[src/include/reset_cause_pkg.sv]
// constants, types and cause decoding for the reset cause and init state block
package reset_cause_pkg;

  // ****************************************
  // widths and register offsets
  // ****************************************
  localparam int DATA_W = 8;
  localparam int ADDR_W = 4;
  localparam int PC_W = 13;
  localparam logic [3:0] STATUS_OFS = 4'h0;
  localparam logic [3:0] POWER_CONTROL_REG_OFS = 4'h1;
  localparam logic [3:0] OPTION_OFS = 4'h2;
  localparam logic [3:0] DIR_OFS = 4'h3;
  localparam logic [3:0] IRQCTL_OFS = 4'h4;
  localparam logic [3:0] PIRA_OFS = 4'h5;
  localparam logic [3:0] PIRB_OFS = 4'h6;
  localparam logic [3:0] EVT_STAT_OFS = 4'h7;
  localparam logic [3:0] EVT_MASK_OFS = 4'h8;
  localparam logic [3:0] CAUSE_OFS = 4'h9;

  // ****************************************
  // field positions, masks, reset values
  // ****************************************
  localparam int STATUS_TO_BIT = 4;
  localparam int STATUS_PD_BIT = 3;
  localparam int POWER_CONTROL_REG_POR_BIT = 1;
  localparam int POWER_CONTROL_REG_BOR_BIT = 0;
  localparam int IRQCTL_GIE_BIT = 7;
  localparam logic [7:0] STATUS_RST = 8'h18;
  localparam logic [7:0] POWER_CONTROL_REG_IMPL = 8'h03;
  localparam logic [7:0] POWER_CONTROL_REG_RST = 8'h00;
  localparam logic [7:0] OPTION_RST = 8'hFF;
  localparam logic [7:0] DIR_RST = 8'hFF;
  localparam logic [7:0] IRQCTL_RST = 8'h00;
  localparam logic [7:0] IRQCTL_KEEP = 8'h01;
  localparam logic [7:0] PIRA_IMPL = 8'h77;
  localparam logic [7:0] PIRB_IMPL = 8'h01;
  localparam logic [7:0] PIR_RST = 8'h00;
  localparam logic [12:0] PC_RESET = 13'h0000;
  localparam logic [12:0] PC_IRQ_VEC = 13'h0004;
  localparam logic [1:0] GRP_IRQCTL = 2'h0;
  localparam logic [1:0] GRP_PIRA = 2'h1;
  localparam logic [1:0] GRP_PIRB = 2'h2;

  // event bits of the interrupt status and mask registers
  localparam int EVT_W = 6;
  localparam int EVT_POR = 0;
  localparam int EVT_BOR = 1;
  localparam int EVT_WDT_RST = 2;
  localparam int EVT_WDT_WAKE = 3;
  localparam int EVT_PIN = 4;
  localparam int EVT_IRQ_WAKE = 5;

  // ****************************************
  // types
  // ****************************************
  typedef enum logic [7:0] {
    C_NONE = 8'b0000_0001,
    C_POR = 8'b0000_0010,
    C_BOR = 8'b0000_0100,
    C_WDT_RST = 8'b0000_1000,
    C_WDT_WAKE = 8'b0001_0000,
    C_PIN_RUN = 8'b0010_0000,
    C_PIN_SLEEP = 8'b0100_0000,
    C_IRQ_WAKE = 8'b1000_0000
  } cause_t;

  typedef struct packed {
    logic por;
    logic bor;
    logic wdt;
    logic pin;
    logic irq_wake;
  } reset_src_t;

  typedef struct packed {
    logic wr;
    logic rd;
    logic [3:0] addr;
    logic [7:0] wdata;
  } reg_req_t;

  typedef struct packed {
    logic valid;
    logic [12:0] addr;
  } pc_load_t;

  function automatic cause_t decode_cause(input reset_src_t src, input logic sleeping);
    cause_t c;
    c = C_NONE;
    if (src.por) begin
      c = C_POR;
    end else if (src.bor) begin
      c = C_BOR;
    end else if (src.wdt) begin
      c = sleeping ? C_WDT_WAKE : C_WDT_RST;
    end else if (src.pin) begin
      c = sleeping ? C_PIN_SLEEP : C_PIN_RUN;
    end else if (src.irq_wake && sleeping) begin
      c = C_IRQ_WAKE;
    end
    return c;
  endfunction : decode_cause

endpackage : reset_cause_pkg

[src/logic/reset_cause_and_init_state.sv]
// reset cause flags, initial register state and restart address
//
// The implementer's own choices: the address-and-strobe port and the placing of the registers.
module reset_cause_and_init_state
  import reset_cause_pkg::*;
(
  input wire logic ref_clk,
  input wire logic rst_n,
  input wire reset_src_t src,
  input wire logic sleeping,
  input wire logic [12:0] sleep_pc,
  input wire logic [4:0] wake_flag_sel,
  input wire reg_req_t req,
  output logic [7:0] rdata,
  output pc_load_t pc_load,
  output cause_t cause_out,
  output logic [7:0] option_out,
  output logic [7:0] direction_out,
  output logic gie_out,
  output logic irq_out
);

  // ****************************************
  // cause decode and reset classes
  // ****************************************
  cause_t cause;
  logic full_rst;
  logic warm_rst;
  logic wake;
  logic wr_status;
  logic wr_power_control_reg;
  logic wr_option;
  logic wr_dir;
  logic wr_irqctl;
  logic wr_pira;
  logic wr_pirb;
  logic wr_evt_stat;
  logic wr_evt_mask;
  logic [7:0] wake_flag_bit;
  logic [1:0] wake_grp;

  logic [7:0] status_reg;
  logic [7:0] power_control_reg_reg;
  logic [7:0] option_reg;
  logic [7:0] dir_reg;
  logic [7:0] irqctl_reg;
  logic [7:0] pira_reg;
  logic [7:0] pirb_reg;
  logic [EVT_W-1:0] evt_stat_reg;
  logic [EVT_W-1:0] evt_mask_reg;
  logic [EVT_W-1:0] evt_hit;
  logic to_next;
  logic pd_next;

  always_comb begin
    cause = decode_cause(src, sleeping);
  end

  assign full_rst = (cause == C_POR) || (cause == C_BOR);
  assign warm_rst = (cause == C_WDT_RST) || (cause == C_PIN_RUN) || (cause == C_PIN_SLEEP);
  assign wake = (cause == C_WDT_WAKE) || (cause == C_IRQ_WAKE);

  assign wr_status = req.wr && (req.addr == STATUS_OFS);
  assign wr_power_control_reg = req.wr && (req.addr == POWER_CONTROL_REG_OFS);
  assign wr_option = req.wr && (req.addr == OPTION_OFS);
  assign wr_dir = req.wr && (req.addr == DIR_OFS);
  assign wr_irqctl = req.wr && (req.addr == IRQCTL_OFS);
  assign wr_pira = req.wr && (req.addr == PIRA_OFS);
  assign wr_pirb = req.wr && (req.addr == PIRB_OFS);
  assign wr_evt_stat = req.wr && (req.addr == EVT_STAT_OFS);
  assign wr_evt_mask = req.wr && (req.addr == EVT_MASK_OFS);

  // only an interrupt wake names a flag; a watchdog wake has none here
  assign wake_grp = wake_flag_sel[4:3];
  assign wake_flag_bit = (cause == C_IRQ_WAKE) ? (8'h01 << wake_flag_sel[2:0]) : 8'h00;

  // ****************************************
  // timeout and powerdown values
  // ****************************************
  always_comb begin
    to_next = status_reg[STATUS_TO_BIT];
    pd_next = status_reg[STATUS_PD_BIT];
    unique case (cause)
      C_POR: begin
        to_next = 1'b1;
        pd_next = 1'b1;
      end
      C_BOR: begin
        to_next = 1'b1;
        pd_next = 1'b1;
      end
      C_WDT_RST: begin
        to_next = 1'b0;
        pd_next = 1'b1;
      end
      C_WDT_WAKE: begin
        to_next = 1'b0;
        pd_next = 1'b0;
      end
      C_PIN_RUN: begin
        to_next = status_reg[STATUS_TO_BIT];
        pd_next = status_reg[STATUS_PD_BIT];
      end
      C_PIN_SLEEP: begin
        to_next = 1'b1;
        pd_next = 1'b0;
      end
      C_IRQ_WAKE: begin
        to_next = 1'b1;
        pd_next = 1'b0;
      end
      C_NONE: begin
        to_next = status_reg[STATUS_TO_BIT];
        pd_next = status_reg[STATUS_PD_BIT];
      end
    endcase
    // no illegal pair
    // while the power-on flag is still clear, keep both set
    if (!power_control_reg_reg[POWER_CONTROL_REG_POR_BIT] || (cause == C_POR)) begin
      to_next = 1'b1;
      pd_next = 1'b1;
    end
  end

  // ****************************************
  // status register
  // ****************************************
  // cause-dependent status bits
  always_ff @(posedge ref_clk or negedge rst_n) begin
    if (!rst_n) begin
      status_reg <= STATUS_RST;
    end else if (full_rst || warm_rst) begin
      status_reg <= {3'b000, to_next, pd_next, status_reg[2:0]};
    end else if (wake) begin
      status_reg <= {status_reg[7:5], to_next, pd_next, status_reg[2:0]};
    end else if (wr_status) begin
      // timeout and powerdown are not software writable
      status_reg <= {req.wdata[7:5], status_reg[4:3], req.wdata[2:0]};
    end
  end

  // ****************************************
  // power control register
  // ****************************************
  // only power-on and brown-out resets and writes touch it
  always_ff @(posedge ref_clk or negedge rst_n) begin
    if (!rst_n) begin
      power_control_reg_reg <= POWER_CONTROL_REG_RST;
    end else if (cause == C_POR) begin
      power_control_reg_reg[POWER_CONTROL_REG_POR_BIT] <= 1'b0;
    end else if (cause == C_BOR) begin
      power_control_reg_reg[POWER_CONTROL_REG_BOR_BIT] <= 1'b0;
    end else if (wr_power_control_reg) begin
      power_control_reg_reg <= req.wdata & POWER_CONTROL_REG_IMPL;
    end
  end

  // ****************************************
  // option and direction registers
  // ****************************************
  // reset to all ones
  always_ff @(posedge ref_clk or negedge rst_n) begin
    if (!rst_n) begin
      option_reg <= OPTION_RST;
    end else if (full_rst || warm_rst) begin
      option_reg <= OPTION_RST;
    end else if (wr_option) begin
      option_reg <= req.wdata;
    end
  end

  always_ff @(posedge ref_clk or negedge rst_n) begin
    if (!rst_n) begin
      dir_reg <= DIR_RST;
    end else if (full_rst || warm_rst) begin
      dir_reg <= DIR_RST;
    end else if (wr_dir) begin
      dir_reg <= req.wdata;
    end
  end

  // ****************************************
  // interrupt flag registers
  // ****************************************
  // a wake flag in the same cycle as a write wins over the write
  always_ff @(posedge ref_clk or negedge rst_n) begin
    if (!rst_n) begin
      irqctl_reg <= IRQCTL_RST;
    end else if (full_rst) begin
      irqctl_reg <= IRQCTL_RST;
    end else if (warm_rst) begin
      irqctl_reg <= irqctl_reg & IRQCTL_KEEP;
    end else if (wake_grp == GRP_IRQCTL) begin
      irqctl_reg <= (wr_irqctl ? req.wdata : irqctl_reg) | wake_flag_bit;
    end else if (wr_irqctl) begin
      irqctl_reg <= req.wdata;
    end
  end

  always_ff @(posedge ref_clk or negedge rst_n) begin
    if (!rst_n) begin
      pira_reg <= PIR_RST;
    end else if (full_rst || warm_rst) begin
      pira_reg <= PIR_RST;
    end else begin
      pira_reg <= ((wr_pira ? req.wdata : pira_reg)
                   | ((wake_grp == GRP_PIRA) ? wake_flag_bit : 8'h00)) & PIRA_IMPL;
    end
  end

  always_ff @(posedge ref_clk or negedge rst_n) begin
    if (!rst_n) begin
      pirb_reg <= PIR_RST;
    end else if (full_rst || warm_rst) begin
      pirb_reg <= PIR_RST;
    end else begin
      pirb_reg <= ((wr_pirb ? req.wdata : pirb_reg)
                   | ((wake_grp == GRP_PIRB) ? wake_flag_bit : 8'h00)) & PIRB_IMPL;
    end
  end

  // ****************************************
  // restart address
  // ****************************************
  always_ff @(posedge ref_clk or negedge rst_n) begin
    if (!rst_n) begin
      pc_load <= '{valid: 1'b1, addr: PC_RESET};
    end else if (full_rst || warm_rst) begin
      pc_load <= '{valid: 1'b1, addr: PC_RESET};
    end else if ((cause == C_IRQ_WAKE) && irqctl_reg[IRQCTL_GIE_BIT]) begin
      pc_load <= '{valid: 1'b1, addr: PC_IRQ_VEC};
    end else if (wake) begin
      pc_load <= '{valid: 1'b1, addr: 13'(sleep_pc + 13'h0001)};
    end else begin
      pc_load <= '{valid: 1'b0, addr: pc_load.addr};
    end
  end

  always_ff @(posedge ref_clk or negedge rst_n) begin
    if (!rst_n) begin
      cause_out <= C_POR;
    end else if (cause != C_NONE) begin
      cause_out <= cause;
    end
  end

  // ****************************************
  // event status, mask and interrupt
  // ****************************************
  assign evt_hit[EVT_POR] = (cause == C_POR);
  assign evt_hit[EVT_BOR] = (cause == C_BOR);
  assign evt_hit[EVT_WDT_RST] = (cause == C_WDT_RST);
  assign evt_hit[EVT_WDT_WAKE] = (cause == C_WDT_WAKE);
  assign evt_hit[EVT_PIN] = (cause == C_PIN_RUN) || (cause == C_PIN_SLEEP);
  assign evt_hit[EVT_IRQ_WAKE] = (cause == C_IRQ_WAKE);

  // set beats a write-one-to-clear in the same cycle
  for (genvar i = 0; i < EVT_W; i++) begin : g_evt
    always_ff @(posedge ref_clk or negedge rst_n) begin
      if (!rst_n) begin
        evt_stat_reg[i] <= 1'b0;
      end else if (evt_hit[i]) begin
        evt_stat_reg[i] <= 1'b1;
      end else if (wr_evt_stat && req.wdata[i]) begin
        evt_stat_reg[i] <= 1'b0;
      end
    end
  end

  always_ff @(posedge ref_clk or negedge rst_n) begin
    if (!rst_n) begin
      evt_mask_reg <= '0;
    end else if (wr_evt_mask) begin
      evt_mask_reg <= req.wdata[EVT_W-1:0];
    end
  end

  // registered, so it trails the status bit by one cycle
  always_ff @(posedge ref_clk or negedge rst_n) begin
    if (!rst_n) begin
      irq_out <= 1'b0;
    end else begin
      irq_out <= |(evt_stat_reg & evt_mask_reg);
    end
  end

  // ****************************************
  // register read and plain outputs
  // ****************************************
  always_ff @(posedge ref_clk or negedge rst_n) begin
    if (!rst_n) begin
      rdata <= 8'h00;
    end else if (req.rd) begin
      unique case (req.addr)
        STATUS_OFS: rdata <= status_reg;
        POWER_CONTROL_REG_OFS: rdata <= power_control_reg_reg & POWER_CONTROL_REG_IMPL;
        OPTION_OFS: rdata <= option_reg;
        DIR_OFS: rdata <= dir_reg;
        IRQCTL_OFS: rdata <= irqctl_reg;
        PIRA_OFS: rdata <= pira_reg;
        PIRB_OFS: rdata <= pirb_reg;
        EVT_STAT_OFS: rdata <= {2'b00, evt_stat_reg};
        EVT_MASK_OFS: rdata <= {2'b00, evt_mask_reg};
        CAUSE_OFS: rdata <= cause_out;
        default: rdata <= 8'h00;
      endcase
    end else begin
      rdata <= 8'h00;
    end
  end

  always_ff @(posedge ref_clk or negedge rst_n) begin
    if (!rst_n) begin
      option_out <= OPTION_RST;
      direction_out <= DIR_RST;
      gie_out <= 1'b0;
    end else begin
      option_out <= option_reg;
      direction_out <= dir_reg;
      gie_out <= irqctl_reg[IRQCTL_GIE_BIT];
    end
  end

endmodule : reset_cause_and_init_state

[config.mk]
export PLATFORM = sky130hd
export DESIGN_NAME = reset_cause_and_init_state
export DESIGN_NICKNAME = d
export VERILOG_FILES = /design/src/include/reset_cause_pkg.sv /design/src/logic/reset_cause_and_init_state.sv
export SDC_FILE = /design/constraint.sdc
export NUM_CORES = 1
export LEC_CHECK = 0
export BUFFER_PORTS_ARGS = -buffer_cell sky130_fd_sc_hd__buf_2
export CAP_MARGIN = 30
export CORE_MARGIN = 2
export CORE_UTILIZATION = 45
export CTS_CLUSTER_DIAMETER = 40
export DETAILED_ROUTE_END_ITERATION = 16
export PLACE_DENSITY = 0.67
export SYNTH_ARGS = -nofsm -noshare
export SYNTH_HDL_FRONTEND = slang
export SYNTH_SLANG_ARGS = --single-unit
export TNS_END_PERCENT = 100
[constraint.sdc]
create_clock -name ref_clk -period 1.7 [get_ports ref_clk]
set_clock_uncertainty 0.05 [all_clocks]
set_input_delay 0.51 -clock ref_clk [delete_from_list [all_inputs] [get_ports ref_clk]]
set_output_delay 0.51 -clock ref_clk [all_outputs]
set_load 0.1 [all_outputs]
**Word level (Yosys, flattened, before mapping)**

Cells that the tools add are included.

- Register bits after elaboration: 102
- Word-level logic and storage cells: 158
- Bits of input ports: 40
- Output and inout bits: 48

- Bitwise gates (word level): 7
- Multiplexer cells: 50
- Shift operators: 1
- Reduce and logical (&&, ||, !) cells: 50
- $add $sub $neg: 1
- Eq/ne operators: 23

Operator list:

| kind | count |
|---|---|
| two-way mux 8 bit | 18 |
| one-hot mux 8 bit (10 select lines) | 1 |
| two-way mux 14 bit | 3 |
| two-way mux 7 bit | 4 |
| nonzero test 2 bit | 12 |
| two-way mux 1 bit | 20 |
| logical AND 1 bit | 17 |
| equality test 4 x 3 -> 1 bit, second input constant | 4 |
| adder 13 x 1 -> 13 bit, second input constant | 1 |
| equality test 4 x 2 -> 1 bit, second input constant | 2 |
| equality test 4 bit, second input constant | 2 |
| equality test 8 x 1 -> 1 bit, second input constant | 1 |
| equality test 8 x 2 -> 1 bit, second input constant | 1 |
| equality test 8 x 3 -> 1 bit, second input constant | 1 |
| equality test 8 x 4 -> 1 bit, second input constant | 1 |
| equality test 8 x 5 -> 1 bit, second input constant | 1 |
| equality test 8 x 6 -> 1 bit, second input constant | 1 |
| equality test 8 x 7 -> 1 bit, second input constant | 1 |
| equality test 8 bit, second input constant | 1 |
| != test 8 x 1 -> 1 bit, second input constant | 1 |
| bitwise OR 8 bit | 1 |
| << shifter 1 x 3 -> 8 bit, first input constant | 1 |
| logical OR 1 bit | 7 |
| bitwise OR 7 bit | 1 |
| other kinds (21) | 29 |

**Longest topological paths before layout**

- Depth after elaboration: 12
- Mapped depth: 6
- Gate-level depth less buffers: 5

**Worst setup path after synthesis**

OpenSTA, ideal clock, no wires.

- Kind: input port to flip-flop
- Start point: input src[4] (netlist name)
- End point: register status_reg[2]
- Buffers on the path: 1
- Setup time: 128 ps
- Slack: -385 ps
- Data required time: 1522 ps
- Stages: 6
- Arrival: 1908 ps
- Cells stage by stage: or4_4 > buf_6 > nor2_8 > inv_4 > nor3_4 > mux2_1

- Word-level cells in the longest chain between the ends: 7
- Elaborated cells between the ends (all ways): 16
- Those cells by class: 7 x eq/ne; 1 x mux; 2 x bitwise; 6 x reduce/logical

RTL lines:

| item | line | text |
|---|---|---|
| start, declared | reset_cause_and_init_state.sv:9 | `input wire reset_src_t src,` |
| two-way mux 8 bit * | reset_cause_pkg.sv:91 | `if (src.por) begin` |
| equality test 8 x 4 -> 1 bit / equality test 8 x 6 -> 1 bit (equally long branches) | reset_cause_and_init_state.sv:60 | `assign warm_rst = (cause == C_WDT_RST) \|\| (cause == C_PIN_RUN) \|\| (cause == C_PIN_SLEEP);` |
| logical OR 1 bit (2 in series) | reset_cause_and_init_state.sv:60 |  |
| logical OR 1 bit | reset_cause_and_init_state.sv:132 | `end else if (full_rst \|\| warm_rst) begin` |
| inverter 1 bit (no source line) | -- |  |
| AND reduction 3 bit (no source line) * | -- |  |
| end signal, assigned | reset_cause_and_init_state.sv:133 | `status_reg <= {3'b000, to_next, pd_next, status_reg[2:0]};` |
| end signal, assigned | reset_cause_and_init_state.sv:135 | `status_reg <= {status_reg[7:5], to_next, pd_next, status_reg[2:0]};` |
| end signal, assigned | reset_cause_and_init_state.sv:138 | `status_reg <= {req.wdata[7:5], status_reg[4:3], req.wdata[2:0]};` |
| end, declared | reset_cause_and_init_state.sv:42 | `logic [7:0] status_reg;` |

Mark *: on every way between the ends. The rest lies on a longest branch, timed or not.
A chain may end at the register's enable or synchronous reset.

**Final worst setup path**

- Start point: input src[3] (netlist name)
- End point: register status_reg[2]

- Word-level cells in the longest chain between the ends: 8
- Elaborated cells between the ends (all ways): 17
- Those cells by class: 7 x eq/ne; 2 x mux; 2 x bitwise; 6 x reduce/logical

RTL lines:

| item | line | text |
|---|---|---|
| two-way mux 8 bit * | reset_cause_pkg.sv:93 | `end else if (src.bor) begin` |
| two-way mux 8 bit * | reset_cause_pkg.sv:91 |  |
| equality test 8 x 4 -> 1 bit / equality test 8 x 6 -> 1 bit (equally long branches) | reset_cause_and_init_state.sv:60 |  |
| logical OR 1 bit (2 in series) | reset_cause_and_init_state.sv:60 |  |
| logical OR 1 bit | reset_cause_and_init_state.sv:132 |  |
| inverter 1 bit (no source line) | -- |  |
| AND reduction 3 bit (no source line) * | -- |  |

Marks and branches as above.

==> flow_summary.ini <==
[status]
status = finished clean

[floorplan]
core_area_um2 = 10400
die_area_um2 = 11600
io_pins = 88
die_w_um = 108
rows = 37
die_h_um = 108
initial_core_util = 0.466

[clock_tree]
cts_buffers = 9
cts_buffer_depth = 2
clk_latency_ns = 0.38
clk_pin_slew_ns = 0.10
cts.sinks = 101
clockRootBuffer = clkbuf_8
cts_tree = done
ctsHtreeMaxLevel = 3

[critical_path]
timing.rr.end = rdata[6]$_DFF_PN0_
arrival_ns = 1.91
end_kind = flop
crit_fanout = 7
cp-start-kind = input pin
crit_required_ns = 1.92
reg2reg_from = irqctl_reg[6]$_DFF_PN0_
r2r_slack_ns = 0.32
crit_type = input pin to flop
reg2reg_depth = 4

[place]
post-dp-hpwl_mm = 11.0
gp_congestion = 0.953
port_buffers = 87
place_inst = 735

[power_and_ir_drop]
sw_frac_of_total = 0.302
cellPowerDensity_nw_per_um2 = 752
clock_power_share = 0.292
seqPwrFrac = 0.521
internal_power_mw = 3.47
ir_drop_mv = 0.430
combPwrFrac = 0.186
cellLeakagePower_nw = 3.03
switchingPower_mw = 1.50

[sta]
finalSetupViolCount = 0
hold_ws_ns = 0.329
hold_viol = 0
slew_violations = 0
worst_pin_slew_ns = 0.489
fin_crit_sh = 0.997
max-slew-margin-rel = 0.677
timing.fmax_ghz = 0.590
rsz0062_at_grt = yes
layout_min_cycle_time_ns = 1.69

[yosys]
avgSynthCellArea_um2 = 10.4
synth-edff-count = 0
synthesis.instances = 467
synthArstFlopShare = 1.00
yosysWarnings = 0
synth_cell_types = 52
syn_area_um2 = 4830
ys_seq_area_frac = 0.532
ys_ff_latch = 101
synth_ff_type = dfrtp_1
synth_fp_nets = 508

[grt]
antenna_found_initial = 0
overflow = 0
grt_max_degree = 47
grt_pass1_vias = 4294
grt_pass1_wl_mm = 22.8
grt_usage = 0.261

[detailed_routing]
wl_per_cell_um = 19.0
via_per_inst = 5.60
wl_mm = 14.3
via_count = 4219
drt_iter0_markers = 276
ant_nets = 0
drc = 0
dr.pass1.iters = 5

[layout]
n_antenna_cell = 0
layoutNonFillerInstCount = 753
final_nets = 653
top_register = pc_load
largest_register_ffs = 14
drive_gt1_frac = 0.395
syn2layout_area_growth_pct = 36.5

[min_path]
hold_path.class = flop to flop
whs_endpoint = option_out[7]$_DFF_PN1_
hold_start = option_reg[7]$_DFFE_PN1P_
min_path_cells = 0

[flow_run]
cap_violations = 0
-- worst max-delay path, stage by stage --
cell	delay [ns]
buf_6	0.09
or4_4	0.66
nor2_8	0.14
inv_4	0.04
nor3_4	0.14
mux2_4	0.32
-- cell usage in the layout, fill, tap and decap left out, drive strengths merged, types with 5 or more instances in the layout --
master  count
nand2b      5
mux2       16
nand2      72
a22oi      11
a21oi      23
inv         8
dfrtp      65
dfstp      36
buf       155
and3        6
nor4       10
xnor2       8
nor3        8
a21o        8
and2        5
o22a        5
a22o        9
clkbuf     15
a32oi       6
nor2       15
mux2i      20
o21ai      19
nand3      37
nor2b      15
-- cells by family after synthesis --
kind of cell / share of synthesized area
mux: 0.0787
flops: 0.532
fa+ha+maj: 0.00259
simple gates: 0.205
compound gates: 0.133
xor+xnor: 0.0199
buf+inv: 0.0282
-- layout make-up --
| class | instances | area (um^2) |
|---|---|---|
| sequential | 101 | 2570 |
| tap | 136 | 170 |
| clock inverter | 5 | 32.5 |
| inverter | 7 | 28.8 |
| clock buffer | 11 | 153 |
| timing repair buffer | 160 | 1460 |
| multi-input combinational | 333 | 2190 |
| fill | 844 | 3770 |
-- routing by layer --
metal / vias to the layer above / routed length [um] / track usage
met5: - / 0 / 0
met2: 163 / 7000 / 0.432
met4: 0 / 511 / 0.122
met1: 2061 / 5970 / 0.337
met3: 36 / 842 / 0.0387
li1: 1959 / - / -
-- repair_timing --
item,CTS,global route
pin swaps,3,2
gates resized for setup,17,10
hold buffers,1,0
endpoints found under the hold margin,6,0
setup buffers,2,0
endpoints found under the setup margin,20,30
gates cloned,0,0
-- power groups by stage --
| stage | combinational, mW | clock, mW | sequential, mW |
|---|---|---|---|
| CTS | 0.920 | 1.47 | 2.59 |
| floorplan | 0.315 | 0 | 2.80 |
| detailed placement | 0.903 | 0 | 2.63 |
| global placement | 0.888 | 0 | 2.62 |
| global route | 0.990 | 1.57 | 2.60 |
| finish | 0.926 | 1.45 | 2.59 |
-- worst max-delay path by stage --
stage | startpoint | endpoint | depth (start not counted)
detailed placement | src[4] | status_reg[2]$_DFFE_PN0P_ | 6
global placement | src[4] | status_reg[2]$_DFFE_PN0P_ | 6
finish | src[3] | status_reg[2]$_DFFE_PN0P_ | 6
global route | option_out[6]$_DFF_PN1_ | option_out[6] | 1
CTS | src[3] | status_reg[2]$_DFFE_PN0P_ | 6
floorplan | src[4] | status_reg[2]$_DFFE_PN0P_ | 6
-- stage by stage --
step / util / power, mW / setup WS (ns) / setup TNS (ns) / area, um^2
global route: 0.636 / 5.16 / -0.00525 / -0.00834 / 6600
CTS: 0.633 / 4.98 / 0.000987 / 0 / 6570
finish: 0.636 / 4.97 / 0.00582 / 0 / 6600
global placement: 0.609 / 3.51 / -0.371 / -16.61 / 6310
floorplan: - / 3.11 / -0.381 / -4.92 / 4870
detailed placement: 0.609 / 3.53 / -0.425 / -18.63 / 6310
-- cell usage after synthesis (7+ instances only) --
cell type | instances | area (um^2)
a21oi_1 | 23 | 115
xnor2_1 | 8 | 70.1
clkbuf_1 | 20 | 75.1
o21ai_0 | 19 | 95.1
mux2i_1 | 20 | 200
dfstp_2 | 36 | 946
nand2_1 | 72 | 270
a22oi_1 | 11 | 82.6
nor2b_1 | 15 | 93.8
nor2_1 | 14 | 52.6
nor3_1 | 7 | 35.0
mux2_2 | 15 | 169
a21o_1 | 8 | 60.1
nor4_1 | 7 | 43.8
a22o_1 | 9 | 78.8
nand3_1 | 37 | 185
dfrtp_1 | 65 | 1630
Power figures use the tool's default switching activity.
